$ cat config.mk
export PLATFORM = sky130hd
export DESIGN_NAME = reset_config_latches
export DESIGN_NICKNAME = d
export VERILOG_FILES = /design/src/include/rcl_pkg.sv /design/src/include/latch_mem_if.sv /design/src/design/reset_config_latches.sv /design/src/design/config_latch_mem.sv /design/src/design/port_drive_decoder.sv
export SDC_FILE = /design/constraint.sdc
export NUM_CORES = 1
export LEC_CHECK = 0
export BUFFER_PORTS_ARGS = -buffer_cell sky130_fd_sc_hd__buf_4
export CORE_AREA = 2 2 127 129
export DETAILED_ROUTE_END_ITERATION = 12
export DIE_AREA = 0 0 129 131
export GPL_TIMING_DRIVEN = 0
export PLACE_DENSITY = 0.82
export SYNTH_ARGS = -nofsm -noshare
export SYNTH_HDL_FRONTEND = slang
export SYNTH_HIERARCHICAL = 1
export SYNTH_SLANG_ARGS = --single-unit
export TNS_END_PERCENT = 50
$ cat constraint.sdc
create_clock -name clock -period 6.65 [get_ports clock]
set_input_delay 0.665 -clock clock [delete_from_list [all_inputs] [get_ports clock]]
set_output_delay 0.665 -clock clock [all_outputs]
set_load 0.01 [all_outputs]
$ cat src/include/rcl_pkg.sv
// constants for the reset configuration latch block
// assumes a 32-bit AXI4-Lite register bus and a four-byte latch array
package rcl_pkg;
  localparam int NUM_BYTES = 4;
  localparam int NUM_PORTS = 9;
  localparam int ADDR_W = 5;
  localparam int BIDX_W = 2;
  // register indices, byte address is four times the index
  localparam logic [2:0] IDX_DRIVE_LOW = 3'h0;
  localparam logic [2:0] IDX_DRIVE_HIGH = 3'h1;
  localparam logic [2:0] IDX_PIN_DEBUG = 3'h2;
  localparam logic [2:0] IDX_CLK_ECC_DBG = 3'h3;
  localparam logic [2:0] IDX_STATUS = 3'h4;
  // field positions
  localparam int EXT_RST_BIT = 7;
  localparam int DBG_EN_BIT = 6;
  localparam int PHASE_LSB = 4;
  localparam int ECC_BIT = 2;
  localparam int DPS_LSB = 0;
  localparam int LOADED_BIT = 16;
  // byte and bit of each port field: ports 0-6, 12, 15
  localparam int PORT_BYTE [NUM_PORTS] = '{0, 0, 0, 0, 1, 1, 1, 1, 2};
  localparam int PORT_LSB [NUM_PORTS] = '{0, 2, 4, 6, 0, 2, 4, 6, 0};
  // factory values, byte 2 external reset bit comes from a parameter
  localparam logic [7:0] DEF_BYTE0 = 8'h00;
  localparam logic [7:0] DEF_BYTE1 = 8'h00;
  localparam logic [7:0] DEF_BYTE2 = 8'h40;
  localparam logic [7:0] DEF_BYTE3 = 8'h05;
  // reset edges needed to fetch all bytes
  localparam logic [2:0] LOAD_DONE = 3'h5;
  localparam logic [1:0] RESP_OKAY = 2'h0;
  localparam logic [1:0] RESP_SLVERR = 2'h2;
  localparam logic [1:0] RESP_DECERR = 2'h3;
  typedef enum logic [1:0] {
    HIZ_ANALOG = 2'h0,
    HIZ_DIGITAL = 2'h1,
    PULL_UP = 2'h2,
    PULL_DOWN = 2'h3
  } drive_mode_t;
  typedef enum logic [1:0] {
    DP_JTAG5 = 2'h0,
    DP_JTAG4 = 2'h1,
    DP_SWD = 2'h2,
    DP_OFF = 2'h3
  } debug_port_t;
  typedef enum logic [1:0] {
    RD_IDLE = 2'h0,
    RD_FETCH = 2'h1,
    RD_RESP = 2'h3
  } rd_state_t;
endpackage

$ cat src/include/latch_mem_if.sv
// carrier between the register logic and the latch array
// assumes one clock shared by both ends
`timescale 1ns/100ps
interface latch_mem_if;
  import rcl_pkg::*;
  logic wrEn;
  logic [BIDX_W-1:0] wrIdx;
  logic [7:0] wrData;
  logic [BIDX_W-1:0] rdIdx;
  logic [7:0] rdData;
  logic factoryLoad;
  logic wore;
  modport mem (input wrEn, wrIdx, wrData, rdIdx, factoryLoad,
    output rdData, wore);
  modport user (output wrEn, wrIdx, wrData, rdIdx, factoryLoad,
    input rdData, wore);
endinterface

$ cat src/design/reset_config_latches.sv
// reset configuration latch block with AXI4-Lite register access
// assumes reset is held for at least six clock edges
//
// The implementer's own choice: register access over AXI4-Lite.
`timescale 1ns/100ps
// Function
// - keep a four-byte nonvolatile array that configures the device at reset
// - port field codes: analog hiz, digital hiz, pull-up, pull-down
// - a port's drive mode applies equally to all of its pins
// - external reset bit: 0 shared pin is GPIO, 1 external reset
// - debug enable bit: 0 blocks debug access, 1 allows it
// - factory programming leaves four-wire JTAG selected
// - ecc bit 1 uses the ecc area for correction, 0 frees it
// - four-bit field sets the digital clock phase delay
// - field placement across latch bytes zero to three
// - analog mode disables pulls and input buffer
module reset_config_latches
  import rcl_pkg::*;
#(
  parameter int PINS_PER_PORT = 8,
  parameter bit EXT_RESET_DEFAULT = 1'b0
)(
  input wire logic clock,
  input wire logic sys_rst,
  input wire logic factoryProgram,
  input wire logic [ADDR_W-1:0] s_axi_awaddr,
  input wire logic s_axi_awvalid,
  output logic s_axi_awready,
  input wire logic [31:0] s_axi_wdata,
  input wire logic [3:0] s_axi_wstrb,
  input wire logic s_axi_wvalid,
  output logic s_axi_wready,
  output logic [1:0] s_axi_bresp,
  output logic s_axi_bvalid,
  input wire logic s_axi_bready,
  input wire logic [ADDR_W-1:0] s_axi_araddr,
  input wire logic s_axi_arvalid,
  output logic s_axi_arready,
  output logic [31:0] s_axi_rdata,
  output logic [1:0] s_axi_rresp,
  output logic s_axi_rvalid,
  input wire logic s_axi_rready,
  output logic [NUM_PORTS-1:0][PINS_PER_PORT-1:0] portInBufEn,
  output logic [NUM_PORTS-1:0][PINS_PER_PORT-1:0] portPullUp,
  output logic [NUM_PORTS-1:0][PINS_PER_PORT-1:0] portPullDown,
  output logic extResetPinSelect,
  output logic debugAccessEnable,
  output logic [1:0] debugPortSelect,
  output logic jtag5Enable,
  output logic jtag4Enable,
  output logic swdEnable,
  output logic eccAreaEnable,
  output logic [3:0] digitalClockPhaseDelay,
  output logic configLoaded
);

  if (PINS_PER_PORT < 1 || PINS_PER_PORT > 8)
  begin : gBadPins
    $error("PINS_PER_PORT must lie in 1 to 8");
  end

  localparam logic [7:0] DEF_PIN_DEBUG =
    DEF_BYTE2 | (EXT_RESET_DEFAULT ? 8'h80 : 8'h00);
  localparam logic [31:0] FACTORY_WORD =
    {DEF_BYTE3, DEF_PIN_DEBUG, DEF_BYTE1, DEF_BYTE0};

  function automatic logic [1:0] fieldOf(
    input logic [31:0] w,
    input int k
  );
    fieldOf = w[PORT_BYTE[k]*8 + PORT_LSB[k] +: 2];
  endfunction

  function automatic logic [2:0] regIdx(
    input logic [ADDR_W-1:0] a
  );
    regIdx = a[ADDR_W-1:2];
  endfunction

  latch_mem_if memBus ();

  config_latch_mem #(
    .DEFAULTS(FACTORY_WORD)
  ) uMem (
    .clock(clock),
    .sys_rst(sys_rst),
    .port(memBus.mem)
  );

  // reset-time loader state
  logic [2:0] loadCnt_q;
  logic [2:0] loadCnt_d;
  logic [7:0] applied_q [NUM_BYTES];
  logic configLoaded_q;
  logic [31:0] appliedWord;

  // write channel state
  logic awHeld_q;
  logic [ADDR_W-1:0] awAddr_q;
  logic wHeld_q;
  logic [7:0] wByte_q;
  logic wLane0_q;
  logic bvalid_q;
  logic [1:0] bresp_q;
  logic [15:0] wearCount_q;

  // read channel state
  rd_state_t rdState_q;
  rd_state_t rdState_d;
  logic [2:0] rdIdx_q;
  logic [31:0] rdata_q;
  logic [1:0] rresp_q;

  // loader decode
  wire logic loadRun = (loadCnt_q != LOAD_DONE);
  wire logic capValid = sys_rst && (loadCnt_q != 3'h0) &&
    (loadCnt_q <= 3'(NUM_BYTES));
  wire logic [BIDX_W-1:0] capIdx = BIDX_W'(loadCnt_q - 3'h1);
  assign loadCnt_d = loadRun ? 3'(loadCnt_q + 3'h1) : loadCnt_q;

  // write decode
  wire logic awTake = s_axi_awvalid && s_axi_awready;
  wire logic wTake = s_axi_wvalid && s_axi_wready;
  wire logic doWrite = awHeld_q && wHeld_q;
  wire logic [2:0] wrRegIdx = regIdx(awAddr_q);
  wire logic wrIsLatch = (wrRegIdx < 3'(NUM_BYTES));
  wire logic wrIsStatus = (wrRegIdx == IDX_STATUS);
  wire logic memWrEn = doWrite && wrIsLatch && wLane0_q;
  wire logic [1:0] wrResp;
  assign wrResp = wrIsLatch ? RESP_OKAY
    : wrIsStatus ? RESP_SLVERR
    : RESP_DECERR;

  // read decode
  wire logic arTake = s_axi_arvalid && s_axi_arready;
  wire logic [2:0] arRegIdx = regIdx(s_axi_araddr);
  wire logic rdIsLatch = (rdIdx_q < 3'(NUM_BYTES));
  wire logic rdIsStatus = (rdIdx_q == IDX_STATUS);
  wire logic [31:0] statusWord;
  assign statusWord = {15'h0000, configLoaded_q, wearCount_q};
  wire logic [31:0] rdMux;
  wire logic [1:0] rdRespMux;
  assign rdMux = rdIsLatch ? {24'h000000, memBus.rdData}
    : rdIsStatus ? statusWord
    : 32'h00000000;
  assign rdRespMux = (rdIsLatch || rdIsStatus) ? RESP_OKAY : RESP_DECERR;

  // memory port: the loader owns the read port during reset
  assign memBus.rdIdx = sys_rst ? loadCnt_q[BIDX_W-1:0]
    : arRegIdx[BIDX_W-1:0];
  assign memBus.wrEn = memWrEn && !sys_rst;
  assign memBus.wrIdx = wrRegIdx[BIDX_W-1:0];
  assign memBus.wrData = wByte_q;
  assign memBus.factoryLoad = factoryProgram && !sys_rst;

  // loader counts only while reset is asserted
  always_ff @(posedge clock)
  begin
    loadCnt_q <= sys_rst ? loadCnt_d : 3'h0;
  end

  // applied values change only inside reset
  always_ff @(posedge clock)
  begin
    if (sys_rst && loadCnt_q == 3'h0)
    begin
      for (int i = 0; i < NUM_BYTES; i++)
        applied_q[i] <= FACTORY_WORD[i*8 +: 8];
    end
    else if (capValid)
      applied_q[capIdx] <= memBus.rdData;
  end

  always_ff @(posedge clock)
  begin
    if (sys_rst)
      configLoaded_q <= (loadCnt_q == LOAD_DONE);
  end

  // write address and data are taken in either order
  always_ff @(posedge clock)
  begin
    if (sys_rst)
      awHeld_q <= 1'b0;
    else if (awTake)
      awHeld_q <= 1'b1;
    else if (doWrite)
      awHeld_q <= 1'b0;
  end

  always_ff @(posedge clock)
  begin
    if (sys_rst)
      wHeld_q <= 1'b0;
    else if (wTake)
      wHeld_q <= 1'b1;
    else if (doWrite)
      wHeld_q <= 1'b0;
  end

  always_ff @(posedge clock)
  begin
    if (sys_rst)
      awAddr_q <= '0;
    else if (awTake)
      awAddr_q <= s_axi_awaddr;
  end

  always_ff @(posedge clock)
  begin
    if (sys_rst)
    begin
      wByte_q <= 8'h00;
      wLane0_q <= 1'b0;
    end
    else if (wTake)
    begin
      wByte_q <= s_axi_wdata[7:0];
      wLane0_q <= s_axi_wstrb[0];
    end
  end

  always_ff @(posedge clock)
  begin
    if (sys_rst)
      bvalid_q <= 1'b0;
    else if (doWrite)
      bvalid_q <= 1'b1;
    else if (s_axi_bready)
      bvalid_q <= 1'b0;
  end

  always_ff @(posedge clock)
  begin
    if (sys_rst)
      bresp_q <= RESP_OKAY;
    else if (doWrite)
      bresp_q <= wrResp;
  end

  // counts real latch wear events, identical rewrites are skipped
  always_ff @(posedge clock)
  begin
    if (sys_rst)
      wearCount_q <= 16'h0000;
    else if (memBus.wore && wearCount_q != 16'hFFFF)
      wearCount_q <= 16'(wearCount_q + 16'h0001);
  end

  // read sequence: take address, fetch latch byte, answer
  always_comb
  begin
    rdState_d = rdState_q;
    case (rdState_q)
      RD_IDLE:
        if (s_axi_arvalid)
          rdState_d = RD_FETCH;
      RD_FETCH:
        rdState_d = RD_RESP;
      RD_RESP:
        if (s_axi_rready)
          rdState_d = RD_IDLE;
      default:
        rdState_d = RD_IDLE;
    endcase
  end

  always_ff @(posedge clock)
  begin
    rdState_q <= sys_rst ? RD_IDLE : rdState_d;
  end

  always_ff @(posedge clock)
  begin
    if (sys_rst)
      rdIdx_q <= 3'h0;
    else if (arTake)
      rdIdx_q <= arRegIdx;
  end

  always_ff @(posedge clock)
  begin
    if (sys_rst)
    begin
      rdata_q <= 32'h00000000;
      rresp_q <= RESP_OKAY;
    end
    else if (rdState_q == RD_FETCH)
    begin
      rdata_q <= rdMux;
      rresp_q <= rdRespMux;
    end
  end

  assign s_axi_awready = !awHeld_q && !bvalid_q;
  assign s_axi_wready = !wHeld_q && !bvalid_q;
  assign s_axi_bvalid = bvalid_q;
  assign s_axi_bresp = bresp_q;
  assign s_axi_arready = (rdState_q == RD_IDLE);
  assign s_axi_rvalid = (rdState_q == RD_RESP);
  assign s_axi_rdata = rdata_q;
  assign s_axi_rresp = rresp_q;

  // applied configuration
  assign appliedWord = {applied_q[3], applied_q[2], applied_q[1],
    applied_q[0]};
  wire logic [7:0] pinDebugByte = applied_q[IDX_PIN_DEBUG[1:0]];
  wire logic [7:0] clkEccByte = applied_q[IDX_CLK_ECC_DBG[1:0]];

  assign extResetPinSelect = pinDebugByte[EXT_RST_BIT];
  assign debugAccessEnable = pinDebugByte[DBG_EN_BIT];
  assign debugPortSelect = clkEccByte[DPS_LSB +: 2];
  assign eccAreaEnable = clkEccByte[ECC_BIT];
  assign digitalClockPhaseDelay = clkEccByte[PHASE_LSB +: 4];
  assign configLoaded = configLoaded_q;

  // debug ports open only with debug access enabled
  wire debug_port_t dpSel = debug_port_t'(debugPortSelect);
  assign jtag5Enable = debugAccessEnable && (dpSel == DP_JTAG5);
  assign jtag4Enable = debugAccessEnable && (dpSel == DP_JTAG4);
  assign swdEnable = debugAccessEnable && (dpSel == DP_SWD);

  for (genvar k = 0; k < NUM_PORTS; k++)
  begin : gPort
    port_drive_decoder #(
      .PINS(PINS_PER_PORT)
    ) uDec (
      .mode(drive_mode_t'(fieldOf(appliedWord, k))),
      .inBufEn(portInBufEn[k]),
      .pullUpEn(portPullUp[k]),
      .pullDownEn(portPullDown[k])
    );
  end
endmodule

$ cat src/design/config_latch_mem.sv
// nonvolatile latch array with one registered read port
// assumes the owner keeps write and factory load apart from reset
`timescale 1ns/100ps
module config_latch_mem
  import rcl_pkg::*;
#(
  parameter logic [31:0] DEFAULTS = 32'h0
)(
  input wire logic clock,
  input wire logic sys_rst,
  latch_mem_if.mem port
);
  // contents survive reset, so the cells have none
  logic [7:0] cells [NUM_BYTES];
  logic [7:0] rdData_q;
  logic wore_q;
  wire logic differs = port.wrEn && (cells[port.wrIdx] != port.wrData);

  always_ff @(posedge clock)
  begin
    if (port.factoryLoad)
    begin
      for (int i = 0; i < NUM_BYTES; i++)
        cells[i] <= DEFAULTS[i*8 +: 8];
    end
    else if (differs)
      cells[port.wrIdx] <= port.wrData;
  end

  always_ff @(posedge clock)
  begin
    rdData_q <= cells[port.rdIdx];
    wore_q <= sys_rst ? 1'b0 : (port.factoryLoad || differs);
  end

  assign port.rdData = rdData_q;
  assign port.wore = wore_q;
endmodule

$ cat src/design/port_drive_decoder.sv
// turns one port reset drive field into per-pin pad controls
// assumes the field is stable while reset configuration holds
`timescale 1ns/100ps
module port_drive_decoder
  import rcl_pkg::*;
#(
  parameter int PINS = 8
)(
  input drive_mode_t mode,
  output logic [PINS-1:0] inBufEn,
  output logic [PINS-1:0] pullUpEn,
  output logic [PINS-1:0] pullDownEn
);
  // analog mode keeps the input buffer off, no pull
  wire logic bufOn = (mode != HIZ_ANALOG);
  wire logic upOn = (mode == PULL_UP);
  wire logic downOn = (mode == PULL_DOWN);
  assign inBufEn = {PINS{bufOn}};
  assign pullUpEn = {PINS{upOn}};
  assign pullDownEn = {PINS{downOn}};
endmodule

; ---- Yosys cells after proc, flatten, opt, wreduce, memory -nomap -nowiden
; Memories as Yosys holds them, arrays and structs flattened. A register that Yosys moved wholly into a read port is not among the register bits.
; Index checks and enable logic that the tools add are counted.
[word_totals]
reg_bits = 79
out_inout_bits = 270
input_bits = 54
word_cells = 128
mem_count = 2
ramBits = 64
[mem_list]
columns = name, words, word_bits, rd, rd_ports_with_merged_regs, wr, line_no
row1 = applied_q, 4, 8, 4, 0, 4, reset_config_latches.sv:93  ; logic [7:0] applied_q [NUM_BYTES];
row2 = uMem.cells, 4, 8, 2, 2, 4, config_latch_mem.sv:14  ; logic [7:0] cells [NUM_BYTES];
[classes]
n_reduce_logical = 43
eq_ne = 30
add_sub_neg = 3
magnitude_cmp = 3
muxes = 32
[ops]
columns = op, count
row1 = $eq A2 B2 Y1 const B, 20
row2 = $mux W17, 2
row3 = $reduce_bool A2 Y1, 12
row4 = $logic_and A1 B1 Y1, 18
row5 = $mux W1, 18
row6 = $mux W2, 9
row7 = $add A16 B1 Y16 const B, 1
row8 = $mux W8, 2
row9 = $ne A16 B16 Y1 const B, 1
row10 = $reduce_or A8 Y1, 2
row11 = $eq A3 B3 Y1 const B, 3
row12 = $ne A8 B8 Y1, 1
row13 = $lt A3 B3 Y1 const B, 2
row14 = $pmux W2 S3, 1
row15 = $eq A2 B1 Y1 const B, 2
row16 = $logic_not A1 Y1, 4
row17 = $logic_not A2 Y1, 2
row18 = $add A3 B1 Y3 const B, 1
row19 = $le A3 B3 Y1 const B, 1
row20 = $logic_not A3 Y1, 1
row21 = $ne A3 B3 Y1 const B, 1
row22 = $reduce_bool A3 Y1, 1
row23 = $logic_or A1 B1 Y1, 2
row24 = $ne A2 B1 Y1 const B, 1
row25 = 3 further kinds, 3

; ---- Longest topological paths before layout
[logic_depth]
word_depth = 10
depth_mapped = 8
ltp_nobuf = 6

; ---- Modules after synthesis
; Netlist, hierarchy kept.
[by_module_without_submodules]
columns = mod, instances, area_per_inst_um2, cells_each
row1 = reset_config_latches, 1, 3803.6, 376
row2 = config_latch_mem, 1, 2049.5, 134
row3 = port_drive_decoder, 9, 202.7, 27

; ---- Worst setup path after synthesis
; OpenSTA, ideal clock, no wires.
[synth_path]
kind = input to register
from = input port sys_rst
to = memory uMem.cells[2][0] (enable)
setup_slack_ns = 3.961
required_ns = 6.266
arrival_ns = 2.305
stages = 5
cell_sequence = clkbuf_1 -> nor4b_1 -> clkbuf_1 -> o21ai_1 -> o21ai_0
[synth_lines]
columns = element, line_no
row1 = "start, declared", reset_config_latches.sv:24  ; input wire logic sys_rst,
row2 = "end, declared", config_latch_mem.sv:14

==> impl_metrics.env <==
export IMPL_avgViaCountPerCell=4.79
export IMPL_crit_arrival_ns=3.46
export IMPL_placementRows=46
export IMPL_critPathCaptureType="flip-flop"
export IMPL_relSlewSlack_pct=4.73
export IMPL_powerDensity_mw_per_mm2=234
export IMPL_final_nets=1121
export IMPL_critPathMostFrequentCell="clkbuf_1"
export IMPL_cpPeakStageDelay_ns=1.14
export IMPL_clk_pin_slew_ns=0.05
export IMPL_start_util_pct=49.2
export IMPL_clock_root_buffer="clkbuf_16"
export IMPL_rsz0062_at_grt="false"
export IMPL_dieArea_mm2=0.0169
export IMPL_cp_start_kind="primary input"
export IMPL_synth_area_mm2=0.00768
export IMPL_postLayoutCellArea_mm2=0.0106
export IMPL_ant_nets=0
export IMPL_core_area_mm2=0.0156
export IMPL_critPathKind="primary input to flip-flop"
export IMPL_ys_warnings_count=6
export IMPL_final_period_utilization_pct=51.9
export IMPL_drt_initial_drc_count=372
export IMPL_vias=6192
export IMPL_clk_latency_ns=0.41
export IMPL_avgSynthCellArea_um2=10.2
export IMPL_setup_viol=0
export IMPL_die_y_um=131
export IMPL_min_path_type="primary input to flip-flop"
export IMPL_grt_ovfl_total=0
export IMPL_antenna_found_initial=0
export IMPL_final_common_cell="buf_4"
export IMPL_fmax_mhz=290
export IMPL_final_cell_mix="buf_4, dfxtp_1, edfxtp_1, nand2_1, nor2_1"
export IMPL_io_pins=324
export IMPL_fin_worst_skew_ns=0.00997
export IMPL_worst_pin_slew_ns=1.41
export IMPL_status="completed"
export IMPL_ys_dominant_reg_cell="dfxtp_1"
export IMPL_drive_gt1_share_pct=56.2
export IMPL_place_area_mm2=0.0101
export IMPL_grt_max_degree=17
export IMPL_grt_pass1_vias=5442
export IMPL_leakage_nw=4.88
export IMPL_cts_setup_buffers=0
export IMPL_maxCapViolCount=0
export IMPL_p_total_mw=2.49
export IMPL_critPathSlowestCell="o21ai_0"
export IMPL_avgRoutedWirePerCell_um=15.1
export IMPL_hold_violations=0
export IMPL_synth_edff_count=60
export IMPL_cts_hold_buf=0
export IMPL_dp_hpwl_mm=15.1
export IMPL_numCtsBuffers=17
export IMPL_dr_pass1_iters=5
export IMPL_syn2layout_area_growth_pct=38.4
export IMPL_tns_ns=0
export IMPL_cts_sinks=128
export IMPL_synthArstFlopShare_pct=0
export IMPL_crit_family="compound AO/OA/AOI/OAI gates"
export IMPL_cp_num_buf_inv=3
export IMPL_ys_types=63
export IMPL_grt_usage_pct=21.7
export IMPL_port_buffer_count=277
export IMPL_ctsLongestPathBuffers=2
export IMPL_ir_drop_uv=146
export IMPL_finish_utilization_pct=68.1
export IMPL_worstPathRequired_ns=6.66
export IMPL_critPathMaxFanout=10
export IMPL_drc_errors=0
export IMPL_cts_tree="done"
export IMPL_htreeDepth=4
export IMPL_gp_congestion=0.863
export IMPL_regArea_mm2=0.00316
export IMPL_diodes=0
export IMPL_chipWidth_um=129
export IMPL_multi_input_area_mm2=0.00261
export IMPL_slew_violations=0
export IMPL_synth_seq_area_share_pct=41.2
export IMPL_fill_cells=1253
export IMPL_postCtsResizedCells=0
export IMPL_syn_inst=753
export IMPL_yosys_register_bits=128
export IMPL_routed_wl_mm=19.5
export IMPL_grt_pass1_wl_mm=28.4
export IMPL_path_cells="buf_4 > clkbuf_1 > nor4b_1 > clkbuf_1 > o21ai_1 > o21ai_0"
export IMPL_period_needed_ns=3.45
==> registers in the layout, summed over array words and instances (netlist names), 2 cells and up <==
register	count
s_axi_rdata	17
awAddr_q	3
applied_q	27
memBus.wrData	8
wearCount_q	16
rdIdx_q	3
s_axi_bresp	2
rdState_q	2
loadCnt_q	3
uMem/cells	32
uMem/port.rdData	8
==> cells by family (layout without fill, tap and decap cells) <==
group | Yosys count | in the layout | share of synthesized area (%)
other | 1 | 15 | 0.0488
buffers and inverters | 273 | 582 | 25.6
AOI/OAI and AO/OA | 81 | 81 | 6.75
and+or+nand+nor | 233 | 233 | 19.0
muxes | 22 | 22 | 5.56
DFF | 128 | 128 | 41.2
xor gates and xnor gates | 11 | 11 | 1.25
adders and majority gates | 4 | 4 | 0.652
==> cell type report <==
cell class	instances	area share (%)
inverter	9	0.318
tap	216	2.54
sequential	128	29.8
clock buffer	25	4.57
clock inverter	7	0.565
buffer	264	18.1
timing repair buffer	277	19.6
multi-input combinational	366	24.5
==> per-layer routing <==
metal | up-vias | routed length, µm | track usage (%)
met5 | - | 0 | 0
met4 | 0 | 383 | 7.42
met3 | 31 | 1630 | 5.09
met2 | 300 | 10100 | 38.7
met1 | 2867 | 7340 | 25.8
li1 | 2994 | - | -
==> cells in the mapped netlist, types with 3 or more instances <==
master,instances,share of area [%]
a21oi_1,29,1.9
a221oi_1,8,0.91
a22oi_1,9,0.88
and2_1,28,2.3
and2_2,9,0.88
and2b_2,9,1.0
and3_1,5,0.41
and4_1,3,0.34
buf_1,4,0.20
buf_2,4,0.26
buf_4,234,23
buf_6,3,0.44
clkbuf_1,16,0.78
dfxtp_1,68,18
edfxtp_1,60,23
ha_1,4,0.65
inv_1,9,0.44
mux2i_1,4,0.52
mux4_2,15,4.4
nand2_1,43,2.1
nand2b_1,11,0.90
nand3_1,4,0.26
nand4_1,5,0.41
nand4_2,4,0.65
nor2_1,37,1.8
nor3_1,8,0.52
nor3b_1,10,0.98
nor4_1,13,1.1
nor4_2,11,1.8
o21ai_0,13,0.85
o21ai_1,6,0.39
o31ai_1,4,0.39
or2_1,9,0.73
or3_1,4,0.33
or4_1,4,0.39
xnor2_1,10,1.1
==> per-stage QoR <==
stage	hold slack, ns	instances	setup slack (ns)
6_report	0.453	1292	3.20
5_1_grt	0.445	1292	3.09
4_1_cts	0.441	1292	3.29
3_5_place_dp	0.445	1260	2.85
3_3_place_gp	0.443	1260	2.88
2_1_floorplan	0.429	767	3.96
==> power by group <==
group	leakage, nW	internal, mW	switching, mW
sequential	1.13	0.876	0.0390
combinational	3.48	0.411	0.312
clock	0.266	0.538	0.312
==> final timing paths <==
kind	start	end	slack (ns)	cells after the start
worst max-delay path	sys_rst	uMem/cells[0][1]	3.20	6
worst min-delay path	s_axi_rready	rdState_q[1]	0.45	2
worst max register to register	awAddr_q[2]	uMem/cells[0][1]	3.39	6
worst min register to register	wLane0_q	wLane0_q	0.45	2
Note: power is estimated with default switching activity, not from simulation.
